--- config.mk ---
export PLATFORM = sky130hd
export DESIGN_NAME = start_pattern_match_eom_cfg
export DESIGN_NICKNAME = d
export VERILOG_FILES = /design/src/rtl/start_identifier_pkg.sv /design/src/rtl/chip_pattern_compare.sv /design/src/rtl/start_pattern_match_eom_cfg.sv
export SDC_FILE = /design/constraint.sdc
export NUM_CORES = 1
export LEC_CHECK = 0
export BUFFER_PORTS_ARGS = -buffer_cell sky130_fd_sc_hd__buf_2
export CAP_MARGIN = 15
export CORE_MARGIN = 2
export CORE_UTILIZATION = 60
export DETAILED_ROUTE_END_ITERATION = 10
export PLACE_DENSITY = 0.83
export SLEW_MARGIN = 20
export SYNTH_ARGS = -nofsm -noshare
export SYNTH_HDL_FRONTEND = slang
export SYNTH_SLANG_ARGS = --single-unit
export TNS_END_PERCENT = 5
--- constraint.sdc ---
create_clock -name clk -period 10.4 [get_ports clk]
set_clock_uncertainty 0.05 [all_clocks]
set_input_delay 2.08 -clock clk [delete_from_list [all_inputs] [get_ports clk]]
set_output_delay 2.08 -clock clk [all_outputs]
set_load 0.01 [all_outputs]
--- src/rtl/start_identifier_pkg.sv ---
// shared constants and carrier types for the start identifier matcher
`default_nettype none
package start_identifier_pkg;
  // register indices; byte address is four times the index
  localparam logic [9:0] IDX_FIRST_LEN   = 10'h04e;
  localparam logic [9:0] IDX_SECOND_LEN  = 10'h04f;
  localparam logic [9:0] IDX_GAP         = 10'h050;
  localparam logic [9:0] IDX_FIRST_LO    = 10'h051;
  localparam logic [9:0] IDX_FIRST_HI    = 10'h052;
  localparam logic [9:0] IDX_SECOND_LO   = 10'h053;
  localparam logic [9:0] IDX_SECOND_HI   = 10'h054;
  localparam logic [9:0] IDX_MSG_END     = 10'h055;
  localparam logic [9:0] IDX_PAYLOAD_LEN = 10'h056;
  localparam logic [9:0] IDX_SCHEME      = 10'h04d;
  localparam logic [9:0] IDX_STATUS      = 10'h05f;

  // field layout
  localparam int LEN_W         = 5;
  localparam int COARSE_MSB    = 7;
  localparam int COARSE_LSB    = 3;
  localparam int FINE_MSB      = 2;
  localparam int END_SYNC_BIT  = 2;
  localparam int END_CV_BIT    = 1;
  localparam int END_LEN_BIT   = 0;
  localparam int RESYNC_BIT    = 7;
  localparam logic [4:0] FULL_LEN = 5'h10;

  // reset values and the bit count meant by a zero payload length
  localparam logic [7:0] MSG_END_RESET = 8'h05;
  localparam logic [7:0] SCHEME_RESET  = 8'h80;
  localparam logic [8:0] LEN_ZERO_BITS = 9'h100;

  localparam logic [1:0] RESP_OKAY   = 2'h0;
  localparam logic [1:0] RESP_SLVERR = 2'h2;

  typedef enum logic [1:0] {
    SCHEME_SEQ16    = 2'h0,
    SCHEME_PARALLEL = 2'h1,
    SCHEME_GAP      = 2'h2,
    SCHEME_EXTENDED = 2'h3
  } scheme_t;

  typedef enum logic [3:0] {
    ST_HUNT    = 4'h1,
    ST_GAP     = 4'h2,
    ST_SECOND  = 4'h4,
    ST_PAYLOAD = 4'h8
  } state_t;

  typedef struct packed {
    logic        awvalid;
    logic [11:0] awaddr;
    logic        wvalid;
    logic [31:0] wdata;
    logic [3:0]  wstrb;
    logic        bready;
    logic        arvalid;
    logic [11:0] araddr;
    logic        rready;
  } axi_req_t;

  typedef struct packed {
    logic        awready;
    logic        wready;
    logic        bvalid;
    logic [1:0]  bresp;
    logic        arready;
    logic        rvalid;
    logic [31:0] rdata;
    logic [1:0]  rresp;
  } axi_rsp_t;
endpackage
`default_nettype wire

--- src/rtl/chip_pattern_compare.sv ---
// compares the newest received chips with one reference pattern
`default_nettype none
module chip_pattern_compare #(
  parameter int CHIPS = 16
) (
  // reference
  input  wire logic [CHIPS-1:0] pattern,
  input  wire logic [4:0]       patternLen,
  // stream history, chip 0 newest
  input  wire logic [CHIPS-1:0] history,
  // result
  output logic                  match
);
  logic [CHIPS-1:0] mask;

  always_comb begin
    // lengths above full are unused and treated as full
    if (patternLen >= 5'(CHIPS)) begin
      mask = '1;
    end else begin
      mask = (CHIPS'(1) << patternLen) - CHIPS'(1);
    end
    match = (patternLen != 5'h00) && (((history ^ pattern) & mask) == '0);
  end
endmodule
`default_nettype wire

--- src/rtl/start_pattern_match_eom_cfg.sv ---
// start identifier matcher with message end criteria and register slave
// Behaviour
// - first pattern length is five bits, 1 to 16 chips, above 16 unused
// - second pattern length up to 16; zero allowed only in 16-bit scheme
// - coarse gap bits 7:3 in half-bit steps, 1f is fifteen and half
// - gap scheme: coarse gap relocks bit recovery between first and second
// - fine gap bits 2:0 in sixteenth-bit steps, up to seven sixteenths
// - resync disabled: fine gap corrects oscillator phase after coarse gap
// - each pattern in two bytes, low byte chips 7:0, high byte 15:8
// - end enables: sync loss on, code violation off, length on at reset
// - two-bit scheme: seq B then A, parallel, gap, parallel with match bit
// - 16-bit scheme evaluates B only with A length 16 and B length nonzero
// - payload bits counted after identifier; zero count means 256 bits
//
// The implementer's own choice: the AXI4-Lite register port.
`default_nettype none
module start_pattern_match_eom_cfg #(
  parameter int CHIPS = 16
) (
  // clock and reset
  input  wire logic                          clk,
  input  wire logic                          rst,
  // register bus
  input  wire start_identifier_pkg::axi_req_t axiReq,
  output var start_identifier_pkg::axi_rsp_t  axiRsp,
  // recovered chip stream
  input  wire logic                          chipValid,
  input  wire logic                          chipData,
  input  wire logic                          syncLoss,
  input  wire logic                          codeViolation,
  // matcher results
  output logic                               identifierFound,
  output logic                               secondWasMatched,
  output logic                               relockPll,
  output logic                               phaseCorrect,
  output logic [2:0]                         phaseStep,
  output logic                               payloadValid,
  output logic                               payloadBit,
  output logic                               messageEnd
);
  import start_identifier_pkg::*;
  //////////////////////////////////////////////////////////////////////////
  logic [LEN_W-1:0] firstLen_reg;
  logic [LEN_W-1:0] secondLen_reg;
  logic [7:0]       gap_reg;
  logic [7:0]       firstLo_reg;
  logic [7:0]       firstHi_reg;
  logic [7:0]       secondLo_reg;
  logic [7:0]       secondHi_reg;
  logic [2:0]       msgEnd_reg;
  logic [7:0]       payloadLen_reg;
  logic [7:0]       scheme_reg;
  logic             awReady_reg;
  logic             wReady_reg;
  logic             arReady_reg;
  logic [9:0]       awIdx_reg;
  logic [7:0]       wByte_reg;
  logic             wLane_reg;
  logic             bvalid_reg;
  logic [1:0]       bresp_reg;
  logic             rvalid_reg;
  logic [31:0]      rdata_reg;
  logic [1:0]       rresp_reg;
  state_t           state_reg;
  logic [CHIPS-1:0] history_reg;
  logic [4:0]       chipCnt_reg;
  logic [8:0]       bitCnt_reg;
  logic             chipPhase_reg;
  logic             firstIsB_reg;
  logic             doWrite;
  logic [CHIPS-1:0] historyNext;
  logic [CHIPS-1:0] patA;
  logic [CHIPS-1:0] patB;
  logic             matchA;
  logic             matchB;
  scheme_t          scheme;
  logic             bEnabled16;
  logic [4:0]       coarseGap;
  logic [8:0]       lengthLimit;
  logic             endEvent;
  //////////////////////////////////////////////////////////////////////////
  // axi4-lite slave: address and data taken in either order
  assign axiRsp.awready = awReady_reg;
  assign axiRsp.wready  = wReady_reg;
  assign axiRsp.bvalid  = bvalid_reg;
  assign axiRsp.bresp   = bresp_reg;
  assign axiRsp.arready = arReady_reg;
  assign axiRsp.rvalid  = rvalid_reg;
  assign axiRsp.rdata   = rdata_reg;
  assign axiRsp.rresp   = rresp_reg;
  assign doWrite = !awReady_reg && !wReady_reg && !bvalid_reg;
  function automatic logic known(input logic [9:0] idx);
    known = (idx >= IDX_SCHEME && idx <= IDX_PAYLOAD_LEN) || idx == IDX_STATUS;
  endfunction
  always_ff @(posedge clk or posedge rst) begin
    if (rst) begin
      awReady_reg <= 1'b1;
      wReady_reg  <= 1'b1;
      awIdx_reg   <= 10'h000;
      wByte_reg   <= 8'h00;
      wLane_reg   <= 1'b0;
      bvalid_reg  <= 1'b0;
      bresp_reg   <= RESP_OKAY;
    end else begin
      if (axiReq.awvalid && awReady_reg) begin
        awReady_reg <= 1'b0;
        awIdx_reg   <= axiReq.awaddr[11:2];
      end
      if (axiReq.wvalid && wReady_reg) begin
        wReady_reg <= 1'b0;
        wByte_reg  <= axiReq.wdata[7:0];
        wLane_reg  <= axiReq.wstrb[0];
      end
      if (doWrite) begin
        bvalid_reg <= 1'b1;
        bresp_reg  <= (known(awIdx_reg) && awIdx_reg != IDX_STATUS) ? RESP_OKAY : RESP_SLVERR;
      end else if (bvalid_reg && axiReq.bready) begin
        bvalid_reg  <= 1'b0;
        awReady_reg <= 1'b1;
        wReady_reg  <= 1'b1;
      end
    end
  end
  // register file; only byte lane 0 carries data
  always_ff @(posedge clk or posedge rst) begin
    if (rst) begin
      firstLen_reg   <= '0;
      secondLen_reg  <= '0;
      gap_reg        <= 8'h00;
      firstLo_reg    <= 8'h00;
      firstHi_reg    <= 8'h00;
      secondLo_reg   <= 8'h00;
      secondHi_reg   <= 8'h00;
      msgEnd_reg     <= MSG_END_RESET[2:0];
      payloadLen_reg <= 8'h00;
      scheme_reg     <= SCHEME_RESET;
    end else if (doWrite && wLane_reg) begin
      case (awIdx_reg)
        IDX_FIRST_LEN:   firstLen_reg   <= wByte_reg[LEN_W-1:0];
        IDX_SECOND_LEN:  secondLen_reg  <= wByte_reg[LEN_W-1:0];
        IDX_GAP:         gap_reg        <= wByte_reg;
        IDX_FIRST_LO:    firstLo_reg    <= wByte_reg;
        IDX_FIRST_HI:    firstHi_reg    <= wByte_reg;
        IDX_SECOND_LO:   secondLo_reg   <= wByte_reg;
        IDX_SECOND_HI:   secondHi_reg   <= wByte_reg;
        IDX_MSG_END:     msgEnd_reg     <= wByte_reg[2:0];
        IDX_PAYLOAD_LEN: payloadLen_reg <= wByte_reg;
        IDX_SCHEME:      scheme_reg     <= wByte_reg;
        default: ;
      endcase
    end
  end
  always_ff @(posedge clk or posedge rst) begin
    if (rst) begin
      rvalid_reg  <= 1'b0;
      arReady_reg <= 1'b1;
      rdata_reg   <= 32'h00000000;
      rresp_reg   <= RESP_OKAY;
    end else if (axiReq.arvalid && arReady_reg) begin
      rvalid_reg  <= 1'b1;
      arReady_reg <= 1'b0;
      rresp_reg  <= known(axiReq.araddr[11:2]) ? RESP_OKAY : RESP_SLVERR;
      case (axiReq.araddr[11:2])
        IDX_FIRST_LEN:   rdata_reg <= {27'h0000000, firstLen_reg};
        IDX_SECOND_LEN:  rdata_reg <= {27'h0000000, secondLen_reg};
        IDX_GAP:         rdata_reg <= {24'h000000, gap_reg};
        IDX_FIRST_LO:    rdata_reg <= {24'h000000, firstLo_reg};
        IDX_FIRST_HI:    rdata_reg <= {24'h000000, firstHi_reg};
        IDX_SECOND_LO:   rdata_reg <= {24'h000000, secondLo_reg};
        IDX_SECOND_HI:   rdata_reg <= {24'h000000, secondHi_reg};
        IDX_MSG_END:     rdata_reg <= {29'h00000000, msgEnd_reg};
        IDX_PAYLOAD_LEN: rdata_reg <= {24'h000000, payloadLen_reg};
        IDX_SCHEME:      rdata_reg <= {24'h000000, scheme_reg};
        IDX_STATUS:      rdata_reg <= {15'h0000, bitCnt_reg, firstIsB_reg, 3'h0, state_reg};
        default:         rdata_reg <= 32'h00000000;
      endcase
    end else if (rvalid_reg && axiReq.rready) begin
      rvalid_reg  <= 1'b0;
      arReady_reg <= 1'b1;
    end
  end
  //////////////////////////////////////////////////////////////////////////
  // pattern comparison
  assign patA        = {firstHi_reg, firstLo_reg};
  assign patB        = {secondHi_reg, secondLo_reg};
  assign historyNext = {history_reg[CHIPS-2:0], chipData};
  assign scheme      = scheme_t'(scheme_reg[1:0]);
  assign coarseGap   = gap_reg[COARSE_MSB:COARSE_LSB];
  assign bEnabled16  = (firstLen_reg == FULL_LEN) && (secondLen_reg != 5'h00);
  assign lengthLimit = (payloadLen_reg == 8'h00) ? LEN_ZERO_BITS : {1'b0, payloadLen_reg};
  assign endEvent    = (msgEnd_reg[END_SYNC_BIT] && syncLoss)
                     || (msgEnd_reg[END_CV_BIT] && codeViolation);
  chip_pattern_compare #(
    .CHIPS      (CHIPS)
  ) compareA (
    .pattern    (patA),
    .patternLen (firstLen_reg),
    .history    (historyNext),
    .match      (matchA)
  );
  chip_pattern_compare #(
    .CHIPS      (CHIPS)
  ) compareB (
    .pattern    (patB),
    .patternLen (secondLen_reg),
    .history    (historyNext),
    .match      (matchB)
  );
  always_ff @(posedge clk or posedge rst) begin
    if (rst) begin
      history_reg <= '0;
    end else if (chipValid) begin
      history_reg <= historyNext;
    end
  end
  //////////////////////////////////////////////////////////////////////////
  // detection sequence and message end
  always_ff @(posedge clk or posedge rst) begin
    if (rst) begin
      state_reg        <= ST_HUNT;
      chipCnt_reg      <= 5'h00;
      bitCnt_reg       <= 9'h000;
      chipPhase_reg    <= 1'b0;
      firstIsB_reg     <= 1'b0;
      identifierFound  <= 1'b0;
      secondWasMatched <= 1'b0;
      relockPll        <= 1'b0;
      phaseCorrect     <= 1'b0;
      phaseStep        <= 3'h0;
      payloadValid     <= 1'b0;
      payloadBit       <= 1'b0;
      messageEnd       <= 1'b0;
    end else begin
      identifierFound <= 1'b0;
      relockPll       <= 1'b0;
      phaseCorrect    <= 1'b0;
      payloadValid    <= 1'b0;
      messageEnd      <= 1'b0;
      case (state_reg)
        ST_HUNT: begin
          chipCnt_reg <= 5'h00;
          if (chipValid) begin
            case (scheme)
              SCHEME_SEQ16: begin
                // first B then A; B skipped unless fully configured
                if (bEnabled16 && matchB) begin
                  firstIsB_reg <= 1'b1;
                  state_reg    <= ST_SECOND;
                end else if (!bEnabled16 && matchA) begin
                  identifierFound  <= 1'b1;
                  secondWasMatched <= 1'b0;
                  bitCnt_reg       <= 9'h000;
                  chipPhase_reg    <= 1'b0;
                  state_reg        <= ST_PAYLOAD;
                end
              end
              SCHEME_GAP: begin
                if (matchA) begin
                  firstIsB_reg <= 1'b0;
                  state_reg    <= ST_GAP;
                end
              end
              default: begin
                // parallel; extended also sends the match bit first
                if (matchA || matchB) begin
                  identifierFound  <= 1'b1;
                  secondWasMatched <= !matchA;
                  chipPhase_reg    <= 1'b0;
                  state_reg        <= ST_PAYLOAD;
                  if (scheme == SCHEME_EXTENDED) begin
                    payloadValid <= 1'b1;
                    payloadBit   <= !matchA;
                    bitCnt_reg   <= 9'h001;
                    if (msgEnd_reg[END_LEN_BIT] && payloadLen_reg == 8'h01) begin
                      messageEnd <= 1'b1;
                      state_reg  <= ST_HUNT;
                    end
                  end else begin
                    bitCnt_reg <= 9'h000;
                  end
                end
              end
            endcase
          end
        end
        ST_GAP: begin
          // gap in half bits, one chip per half bit; the gap ends on chip count
          if (chipCnt_reg >= coarseGap) begin
            chipCnt_reg <= 5'h00;
            state_reg   <= ST_SECOND;
            if (scheme_reg[RESYNC_BIT]) begin
              relockPll <= 1'b1;
            end else begin
              phaseCorrect <= 1'b1;
              phaseStep    <= gap_reg[FINE_MSB:0];
            end
          end else if (chipValid) begin
            chipCnt_reg <= chipCnt_reg + 5'h01;
          end
        end
        ST_SECOND: begin
          // second pattern must sit right behind the first, or behind the coarse gap in gap scheme, no sliding search
          if (chipValid) begin
            chipCnt_reg <= chipCnt_reg + 5'h01;
            if (chipCnt_reg + 5'h01 >= (firstIsB_reg ? firstLen_reg : secondLen_reg)) begin
              if (firstIsB_reg ? matchA : matchB) begin
                identifierFound  <= 1'b1;
                secondWasMatched <= 1'b1;
                bitCnt_reg       <= 9'h000;
                chipPhase_reg    <= 1'b0;
                state_reg        <= ST_PAYLOAD;
              end else begin
                state_reg <= ST_HUNT;
              end
            end
          end
        end
        ST_PAYLOAD: begin
          if (endEvent) begin
            messageEnd <= 1'b1;
            state_reg  <= ST_HUNT;
          end else if (chipValid) begin
            chipPhase_reg <= !chipPhase_reg;
            if (chipPhase_reg) begin
              payloadValid <= 1'b1;
              payloadBit   <= chipData;
              bitCnt_reg   <= bitCnt_reg + 9'h001;
              if (msgEnd_reg[END_LEN_BIT] && bitCnt_reg + 9'h001 >= lengthLimit) begin
                messageEnd <= 1'b1;
                state_reg  <= ST_HUNT;
              end
            end
          end
        end
        default: begin
          state_reg <= ST_HUNT;
        end
      endcase
    end
  end
endmodule
`default_nettype wire

==> results.rst, run 1 <==
.. list-table::
   :header-rows: 1

   * - Metric
     - Value
   * - Hold Slack
     - around 420 ps
   * - Number of global-route vias before repair
     - 6,632
   * - Pre-CTS setup slack
     - between 5000 and 6000 ps
   * - Height of the chip
     - between 100 and 150 um
   * - Post-detailed-route wirelength per cell
     - around 21 um
   * - Die width
     - around 130 um
   * - Share of the core filled with cells
     - 67.7%
   * - Number of hold violations in the final report
     - 0
   * - CTS clk-pin slew, worst paths
     - about 60 ps
   * - CORE AREA
     - 14,500 um2
   * - Routed vias/inst
     - between 6 and 7
   * - Flop and latch count out of synthesis
     - between 150 and 200
   * - Post-synthesis instance area
     - 8930 um2
   * - CTS buffer count
     - 17
   * - Share of synthesized area occupied by flip-flops and latches
     - between 40% and 50%
   * - Root buffer cell
     - sky130_fd_sc_hd__clkbuf_16
   * - Antenna diodes
     - 0
   * - GRT Overall Usage
     - a little under 30%
   * - Residual DRC count
     - 0
   * - Dominant cell type by area after synthesis
     - sky130_fd_sc_hd__dfrtp_1
   * - Number of max-cap violations
     - 0
   * - Cell family contributing the most delay on the critical path
     - simple AND/OR/NAND/NOR gates
   * - Arr. time, crit path
     - 4760 ps
   * - Fraction of layout instances using a drive strength above 1
     - roughly 27%
   * - Library cells used by synthesis
     - 78
   * - Max Fclk
     - 0.222 GHz
   * - Effective utilization at floorplan
     - between 60% and 70%
   * - Relative slew slack
     - between 20 and 30%
   * - WL final
     - ~23,000 um
   * - GRT Residual Overflow
     - 0
   * - Final worst slack
     - just under 6000 ps
   * - Remaining antenna violation count after routing
     - 0
   * - Static leakage
     - about 4.5 nW
   * - Clock insertion delay at the later pin of the skew report
     - approximately 440 ps
   * - Clk sinks
     - approximately 160
   * - Global-route wire length before repair
     - between 30,000 and 40,000 um
   * - Critical path buffers and inverters
     - 0
   * - Largest stage delay, worst path
     - 720 ps
   * - Peak ir drop on the vdd network
     - between 0.00015 and 0.0002 V
   * - Count of instances resized after the clock tree is built
     - 0
   * - Placed cell areas
     - between 9000 and 10,000 um2
   * - Share of the synthesized area in the top cell type
     - between 40% and 50%
   * - Setup TNS Final
     - 0 ps
   * - Post-route cell area
     - about 9800 um2
   * - Largest net degree at the start of global routing
     - 83
   * - Post-route fraction of the period consumed by the critical path
     - a little over two fifths
   * - Post-layout instance count excluding filler cells
     - around 1.1k
   * - Detailed Place HPWL
     - between 15,000 and 20,000 um
   * - RSZ-0062 raised after global routing
     - false
   * - Worst min-delay path class
     - reg2reg
   * - Final worst path period need
     - ~4500 ps
   * - Number of enable-type register cells in the synthesized netlist
     - 0
   * - Flip-flop count of the largest register, all copies and words added
     - 17
   * - Critical path cell sequence
     - nor4_1 -> nand2_1 -> ha_1 -> a21oi_1 -> o2111ai_1 -> a2111oi_0 -> nand4bb_1 -> nand2_1 -> nand3_1 -> o21bai_2 -> mux2_2
   * - Final setup vio count
     - 0
   * - Kind of end point of the critical path
     - register
   * - Crit-path slowest cell
     - sky130_fd_sc_hd__nor4_1
   * - Maximum net fanout on the critical path
     - 22
   * - Layout Nets
     - 969
   * - CTS tree
     - done
   * - CP most frequent cell
     - sky130_fd_sc_hd__nand2_1
   * - Number of iterations in the first detailed-routing pass
     - 6
   * - Routability-driven placement congestion ratio
     - between 0.8 and 0.9
   * - Mean Syn Cell Area
     - ~11 um2
   * - Library cell with the highest instance count after synthesis
     - sky130_fd_sc_hd__dfrtp_1
   * - Pwr Density
     - between 150 and 200 nW/um2
   * - Most frequently used flop master after synthesis
     - sky130_fd_sc_hd__dfrtp_1
   * - Worst slew pin tran
     - 1050 ps
   * - Crit path kind
     - reg2reg
   * - Number of vias after detailed routing
     - slightly below 7k
   * - Area added between synthesis and finish
     - 10.2%
   * - Number of pins with negative max-slew slack in the final report
     - 0
   * - Number of DRC markers after the initial detailed-route iteration
     - a little under 800
   * - Number of top-level pins
     - ~120
   * - Total chip power
     - just under 2 mW
   * - Post-Synthesis Cells
     - ~840
   * - Number of levels the H-tree was split into
     - 4
   * - Top post-synthesis cells by area
     - sky130_fd_sc_hd__dfrtp_1, sky130_fd_sc_hd__mux2_2, sky130_fd_sc_hd__ha_1
   * - Run status
     - complete, no violations
   * - Number of core rows
     - 44
   * - Die Outline Area
     - approximately 16,000 um2
   * - Initial antenna violation count
     - 0
   * - Share of synthesized registers carrying an async set or reset
     - between 90% and 100%
   * - Commonest cells post-synth
     - sky130_fd_sc_hd__dfrtp_1, sky130_fd_sc_hd__mux2_2, sky130_fd_sc_hd__nand2_1
   * - Port Buffer Count
     - 73
   * - Number of warnings printed during yosys synthesis
     - 0
   * - Buffers inserted by post-CTS timing repair
     - 0
   * - Placed cells
     - ~1.0k
   * - Startpoint Class
     - register
   * - Total of hold buffers inserted after clock tree synthesis
     - 0
   * - Data required time of the worst path
     - approximately 11,000 ps
   * - CTS Buffer Depth
     - 2
[final cells by class]
class | instances | area [um2]
inverters | 28 | 110
well taps | 184 | 230
clock buffers | 17 | 425
repair buffers | 74 | 377
flip-flops and latches | 157 | 3940
fillers | 1071 | 4690
multi-input cells | 597 | 4580
clock inverters | 15 | 186
[cell families (layout without fill, tap and decap cells)]
kind of cell / count (synthesis) / count (layout) / synth area share, %
AO/OA/AOI/OAI: 185 / 185 / 14.0
buffers and inverters: 100 / 134 / 5.39
other: 1 / 17 / 0.0420
adder cells (fa/ha/maj): 23 / 23 / 3.22
XOR/XNOR: 44 / 44 / 4.31
AND/OR/NAND/NOR: 200 / 200 / 11.8
multiplexers: 128 / 128 / 17.1
flip-flops: 157 / 157 / 44.1
[where the power goes]
group	total [mW]	switching, mW	leakage (nW)	internal (mW)
clock	0.648	0.266	0.297	0.381
sequential	0.883	0.172	2.07	0.711
combinational	0.418	0.218	2.14	0.200
total	1.95	0.656	4.51	1.29
[metal layers]
| layer | track usage [%] | share of wire [%] | up-vias | routed length (um) |
|---|---|---|---|---|
| li1 | - | - | 3092 | - |
| met1 | 39.3 | 41 | 3356 | 9320 |
| met2 | 45.7 | 48 | 359 | 10800 |
| met3 | 5.73 | 7.5 | 65 | 1700 |
| met4 | 13.1 | 3.7 | 0 | 837 |
| met5 | 0 | 0 | - | 0 |
[worst reg2reg max path, cell delays in order, from the launching register on]
cell                        delay, ps
sky130_fd_sc_hd__dfrtp_1          690
sky130_fd_sc_hd__nor4_1           720
sky130_fd_sc_hd__nand2_1          130
sky130_fd_sc_hd__ha_1             370
sky130_fd_sc_hd__a21oi_1          220
sky130_fd_sc_hd__o2111ai_1        170
sky130_fd_sc_hd__a2111oi_0        500
sky130_fd_sc_hd__nand4bb_1        530
sky130_fd_sc_hd__nand2_1          260
sky130_fd_sc_hd__nand3_1          160
sky130_fd_sc_hd__o21bai_2         240
sky130_fd_sc_hd__mux2_2           350
[placed cells by master, fill, tap and decap left out, types with 5 or more instances in the layout]
cell type,n
sky130_fd_sc_hd__ha_1,23
sky130_fd_sc_hd__a222oi_1,8
sky130_fd_sc_hd__and2_1,5
sky130_fd_sc_hd__buf_2,73
sky130_fd_sc_hd__xnor2_1,21
sky130_fd_sc_hd__nor3_1,10
sky130_fd_sc_hd__nand2_1,63
sky130_fd_sc_hd__o21a_1,5
sky130_fd_sc_hd__mux2i_1,10
sky130_fd_sc_hd__mux4_2,8
sky130_fd_sc_hd__xor2_1,23
sky130_fd_sc_hd__a21oi_1,27
sky130_fd_sc_hd__nor2_1,40
sky130_fd_sc_hd__a22o_1,15
sky130_fd_sc_hd__mux2_2,105
sky130_fd_sc_hd__dfrtp_1,150
sky130_fd_sc_hd__a211o_1,5
sky130_fd_sc_hd__a21o_1,15
sky130_fd_sc_hd__and3_1,6
sky130_fd_sc_hd__dfstp_2,7
sky130_fd_sc_hd__conb_1,17
sky130_fd_sc_hd__clkbuf_16,17
sky130_fd_sc_hd__inv_1,27
sky130_fd_sc_hd__nand2b_1,7
sky130_fd_sc_hd__nand3_1,20
sky130_fd_sc_hd__o21ai_0,50
sky130_fd_sc_hd__o21ai_1,6
sky130_fd_sc_hd__a31oi_1,16
sky130_fd_sc_hd__nand3b_1,8
sky130_fd_sc_hd__nand4_1,5
[path summary, 6_finish.rpt]
path / endpoint / startpoint / cells past startpoint / slack [ps]
max: payloadBit$_DFFE_PP0P_ / firstLen_reg[1]$_DFFE_PP0P_ / 11 / 5900
min reg2reg: rdata_reg[16]$_DFFE_PP0P_ / rdata_reg[16]$_DFFE_PP0P_ / 2 / 420
min: rdata_reg[16]$_DFFE_PP0P_ / rdata_reg[16]$_DFFE_PP0P_ / 2 / 420
min in group asynchronous: firstIsB_reg$_DFFE_PP0P_ / rst / 2 / 1720
max reg2reg: payloadBit$_DFFE_PP0P_ / firstLen_reg[1]$_DFFE_PP0P_ / 11 / 5900
max in group asynchronous: wLane_reg$_DFFE_PP0P_ / rst / 3 / 7410
Power figures use the tool's default switching activity.
==> run 2: changes to the inputs <==
- CORE_UTILIZATION: 60 -> 53
- PLACE_DENSITY: 0.83 -> 0.77
- clock period: 10.4 -> 3.6 ns (I/O delays scaled with it)
==> run 2 against run 1 <==
  * Non-clock buffer count is 23 higher
  * Final area is 2.3% higher
  * Combinational power grew to 3.0 times the previous value
==> results.rst, run 2 (synthesis results as in run 1) <==
.. list-table::
   :header-rows: 1

   * - Metric
     - Value
   * - Most common cell after layout, fill and taps aside
     - sky130_fd_sc_hd__dfrtp_1
   * - Fillers
     - 1,336
   * - Crit-path slowest cell
     - sky130_fd_sc_hd__or4_1
   * - Residual DRC count
     - 0
   * - Port Buffer Count
     - 73
   * - Post-route fraction of the period consumed by the critical path
     - between 90% and 100%
   * - Routed vias/inst
     - slightly above 6
   * - Arr. time, crit path
     - between 3000 and 4000 ps
   * - CTS tree
     - done
   * - Critical path cell sequence
     - or2_0 -> or4_1 -> ha_1 -> nand2b_1 -> a222oi_1 -> nand4_1 -> nor4b_4 -> nand4_1 -> a31oi_1 -> o211a_4 -> o21ai_2 -> a22o_1
   * - Effective utilization at floorplan
     - a little over half
   * - Flip-flop count of the largest register, all copies and words added
     - 17
   * - Largest net degree at the start of global routing
     - 52
   * - Layout Nets
     - 992
   * - Initial antenna violation count
     - 0
   * - Number of hold violations in the final report
     - 0
   * - Final worst path period need
     - between 3000 and 4000 ps
   * - Max Fclk
     - between 0.2 and 0.3 GHz
   * - Remaining antenna violation count after routing
     - 0
   * - Pre-CTS setup slack
     - roughly 170 ps
   * - Number of top-level pins
     - approximately 120
   * - Number of levels the H-tree was split into
     - 4
   * - Worst min-delay path class
     - in2reg
   * - Final worst slack
     - ~190 ps
   * - Detailed Place HPWL
     - around 16,000 um
   * - Critical path buffers and inverters
     - 0
   * - Peak ir drop on the vdd network
     - 0.000525 V
   * - CTS Buffer Depth
     - 2
   * - Worst slew pin tran
     - about 1100 ps
   * - Root buffer cell
     - sky130_fd_sc_hd__clkbuf_16
   * - CP most frequent cell
     - sky130_fd_sc_hd__nand4_1
   * - GRT Residual Overflow
     - 0
   * - Static leakage
     - ~4.6 nW
   * - Routability-driven placement congestion ratio
     - 0.932
   * - CTS clk-pin slew, worst paths
     - about 60 ps
   * - Number of DRC markers after the initial detailed-route iteration
     - 727
   * - Die width
     - between 100 and 150 um
   * - Global-route wire length before repair
     - 35,700 um
   * - WL final
     - around 22,000 um
   * - Number of global-route vias before repair
     - 6,595
   * - Post-detailed-route wirelength per cell
     - a little under 20 um
   * - Area added between synthesis and finish
     - 12.8%
   * - Clock insertion delay at the later pin of the skew report
     - approximately 420 ps
   * - CORE AREA
     - about 17,000 um2
   * - Buffers inserted by post-CTS timing repair
     - 0
   * - Clk sinks
     - about 160
   * - Fraction of layout instances using a drive strength above 1
     - 29.0%
   * - Kind of end point of the critical path
     - register
   * - RSZ-0062 raised after global routing
     - false
   * - Number of max-cap violations
     - 0
   * - CTS buffer count
     - 17
   * - Final setup vio count
     - 0
   * - Cell family contributing the most delay on the critical path
     - simple AND/OR/NAND/NOR gates
   * - Number of core rows
     - 47
   * - Largest stage delay, worst path
     - ~450 ps
   * - Relative slew slack
     - about a quarter
   * - Die Outline Area
     - between 15,000 and 20,000 um2
   * - Number of vias after detailed routing
     - roughly 7k
   * - Crit path kind
     - reg2reg
   * - Setup TNS Final
     - 0 ps
   * - GRT Overall Usage
     - 25.8%
   * - Pwr Density
     - about 560 nW/um2
   * - Number of iterations in the first detailed-routing pass
     - 5
   * - Number of pins with negative max-slew slack in the final report
     - 0
   * - Height of the chip
     - 134 um
   * - Startpoint Class
     - register
   * - Data required time of the worst path
     - 3860 ps
   * - Run status
     - complete, no violations
   * - Commonest cells after routing, fill and taps aside
     - sky130_fd_sc_hd__dfrtp_1, sky130_fd_sc_hd__mux2_2, sky130_fd_sc_hd__buf_2
   * - Maximum net fanout on the critical path
     - 6
   * - Antenna diodes
     - 0
run 2: layout make-up:
type / count / area, um2 / share of cell area [%]
clock inverter: 10 / 139 / 1.38
timing repair buffer: 97 / 571 / 5.66
clock buffer: 22 / 454 / 4.51
multi-input combinational: 597 / 4590 / 45.5
sequential: 157 / 3940 / 39.1
inverter: 28 / 109 / 1.08
tap: 220 / 275 / 2.73
run 2: path summary, 6_finish.rpt:
kind	startpoint	end	slack, ps	cells after the start
worst max-delay path	secondLen_reg[4]$_DFFE_PP0P_	bitCnt_reg[3]$_DFFE_PP0P_	190	12
worst min-delay path	axiReq[51]	wReady_reg$_DFF_PP1_	400	2
worst max register to register	secondLen_reg[4]$_DFFE_PP0P_	bitCnt_reg[3]$_DFFE_PP0P_	190	12
worst min register to register	rdata_reg[13]$_DFFE_PP0P_	rdata_reg[13]$_DFFE_PP0P_	420	2
max in group asynchronous	rst	awReady_reg$_DFF_PP1_	2160	3
min in group asynchronous	rst	state_reg[2]$_DFFE_PP0P_	430	2
run 2: power by group:
part / internal [mW] / switching (mW) / total, mW
Clock: 1.11 / 0.706 / 1.82
Combinational: 0.595 / 0.642 / 1.24
Sequential: 2.06 / 0.491 / 2.55
Total: 3.76 / 1.84 / 5.60
run 2: timing repair:
action,4_1_cts,5_1_grt
hold buffers,0,0
setup endpoints to repair,0,11
resized for setup,0,4
run 2: layer usage:
metal	GRT usage [%]	vias up	wire length [um]
met3	4.88	53	1490
met5	0	-	0
met2	41.0	307	10500
met1	35.4	3410	9640
met4	9.93	0	736
li1	-	3139	-
run 2: stage by stage:
stage	instances	power [mW]	hold slack (ps)	utilization [%]	area, um2
after CTS	1131	5.59	391	60.9	10100
after detailed placement	1099	3.77	417	57.3	9460
after global placement	1099	3.73	407	57.3	9460
final	1131	5.60	398	61.0	10100
after global routing	1131	5.85	402	61.0	10100
after floorplan	854	3.33	421	-	8990
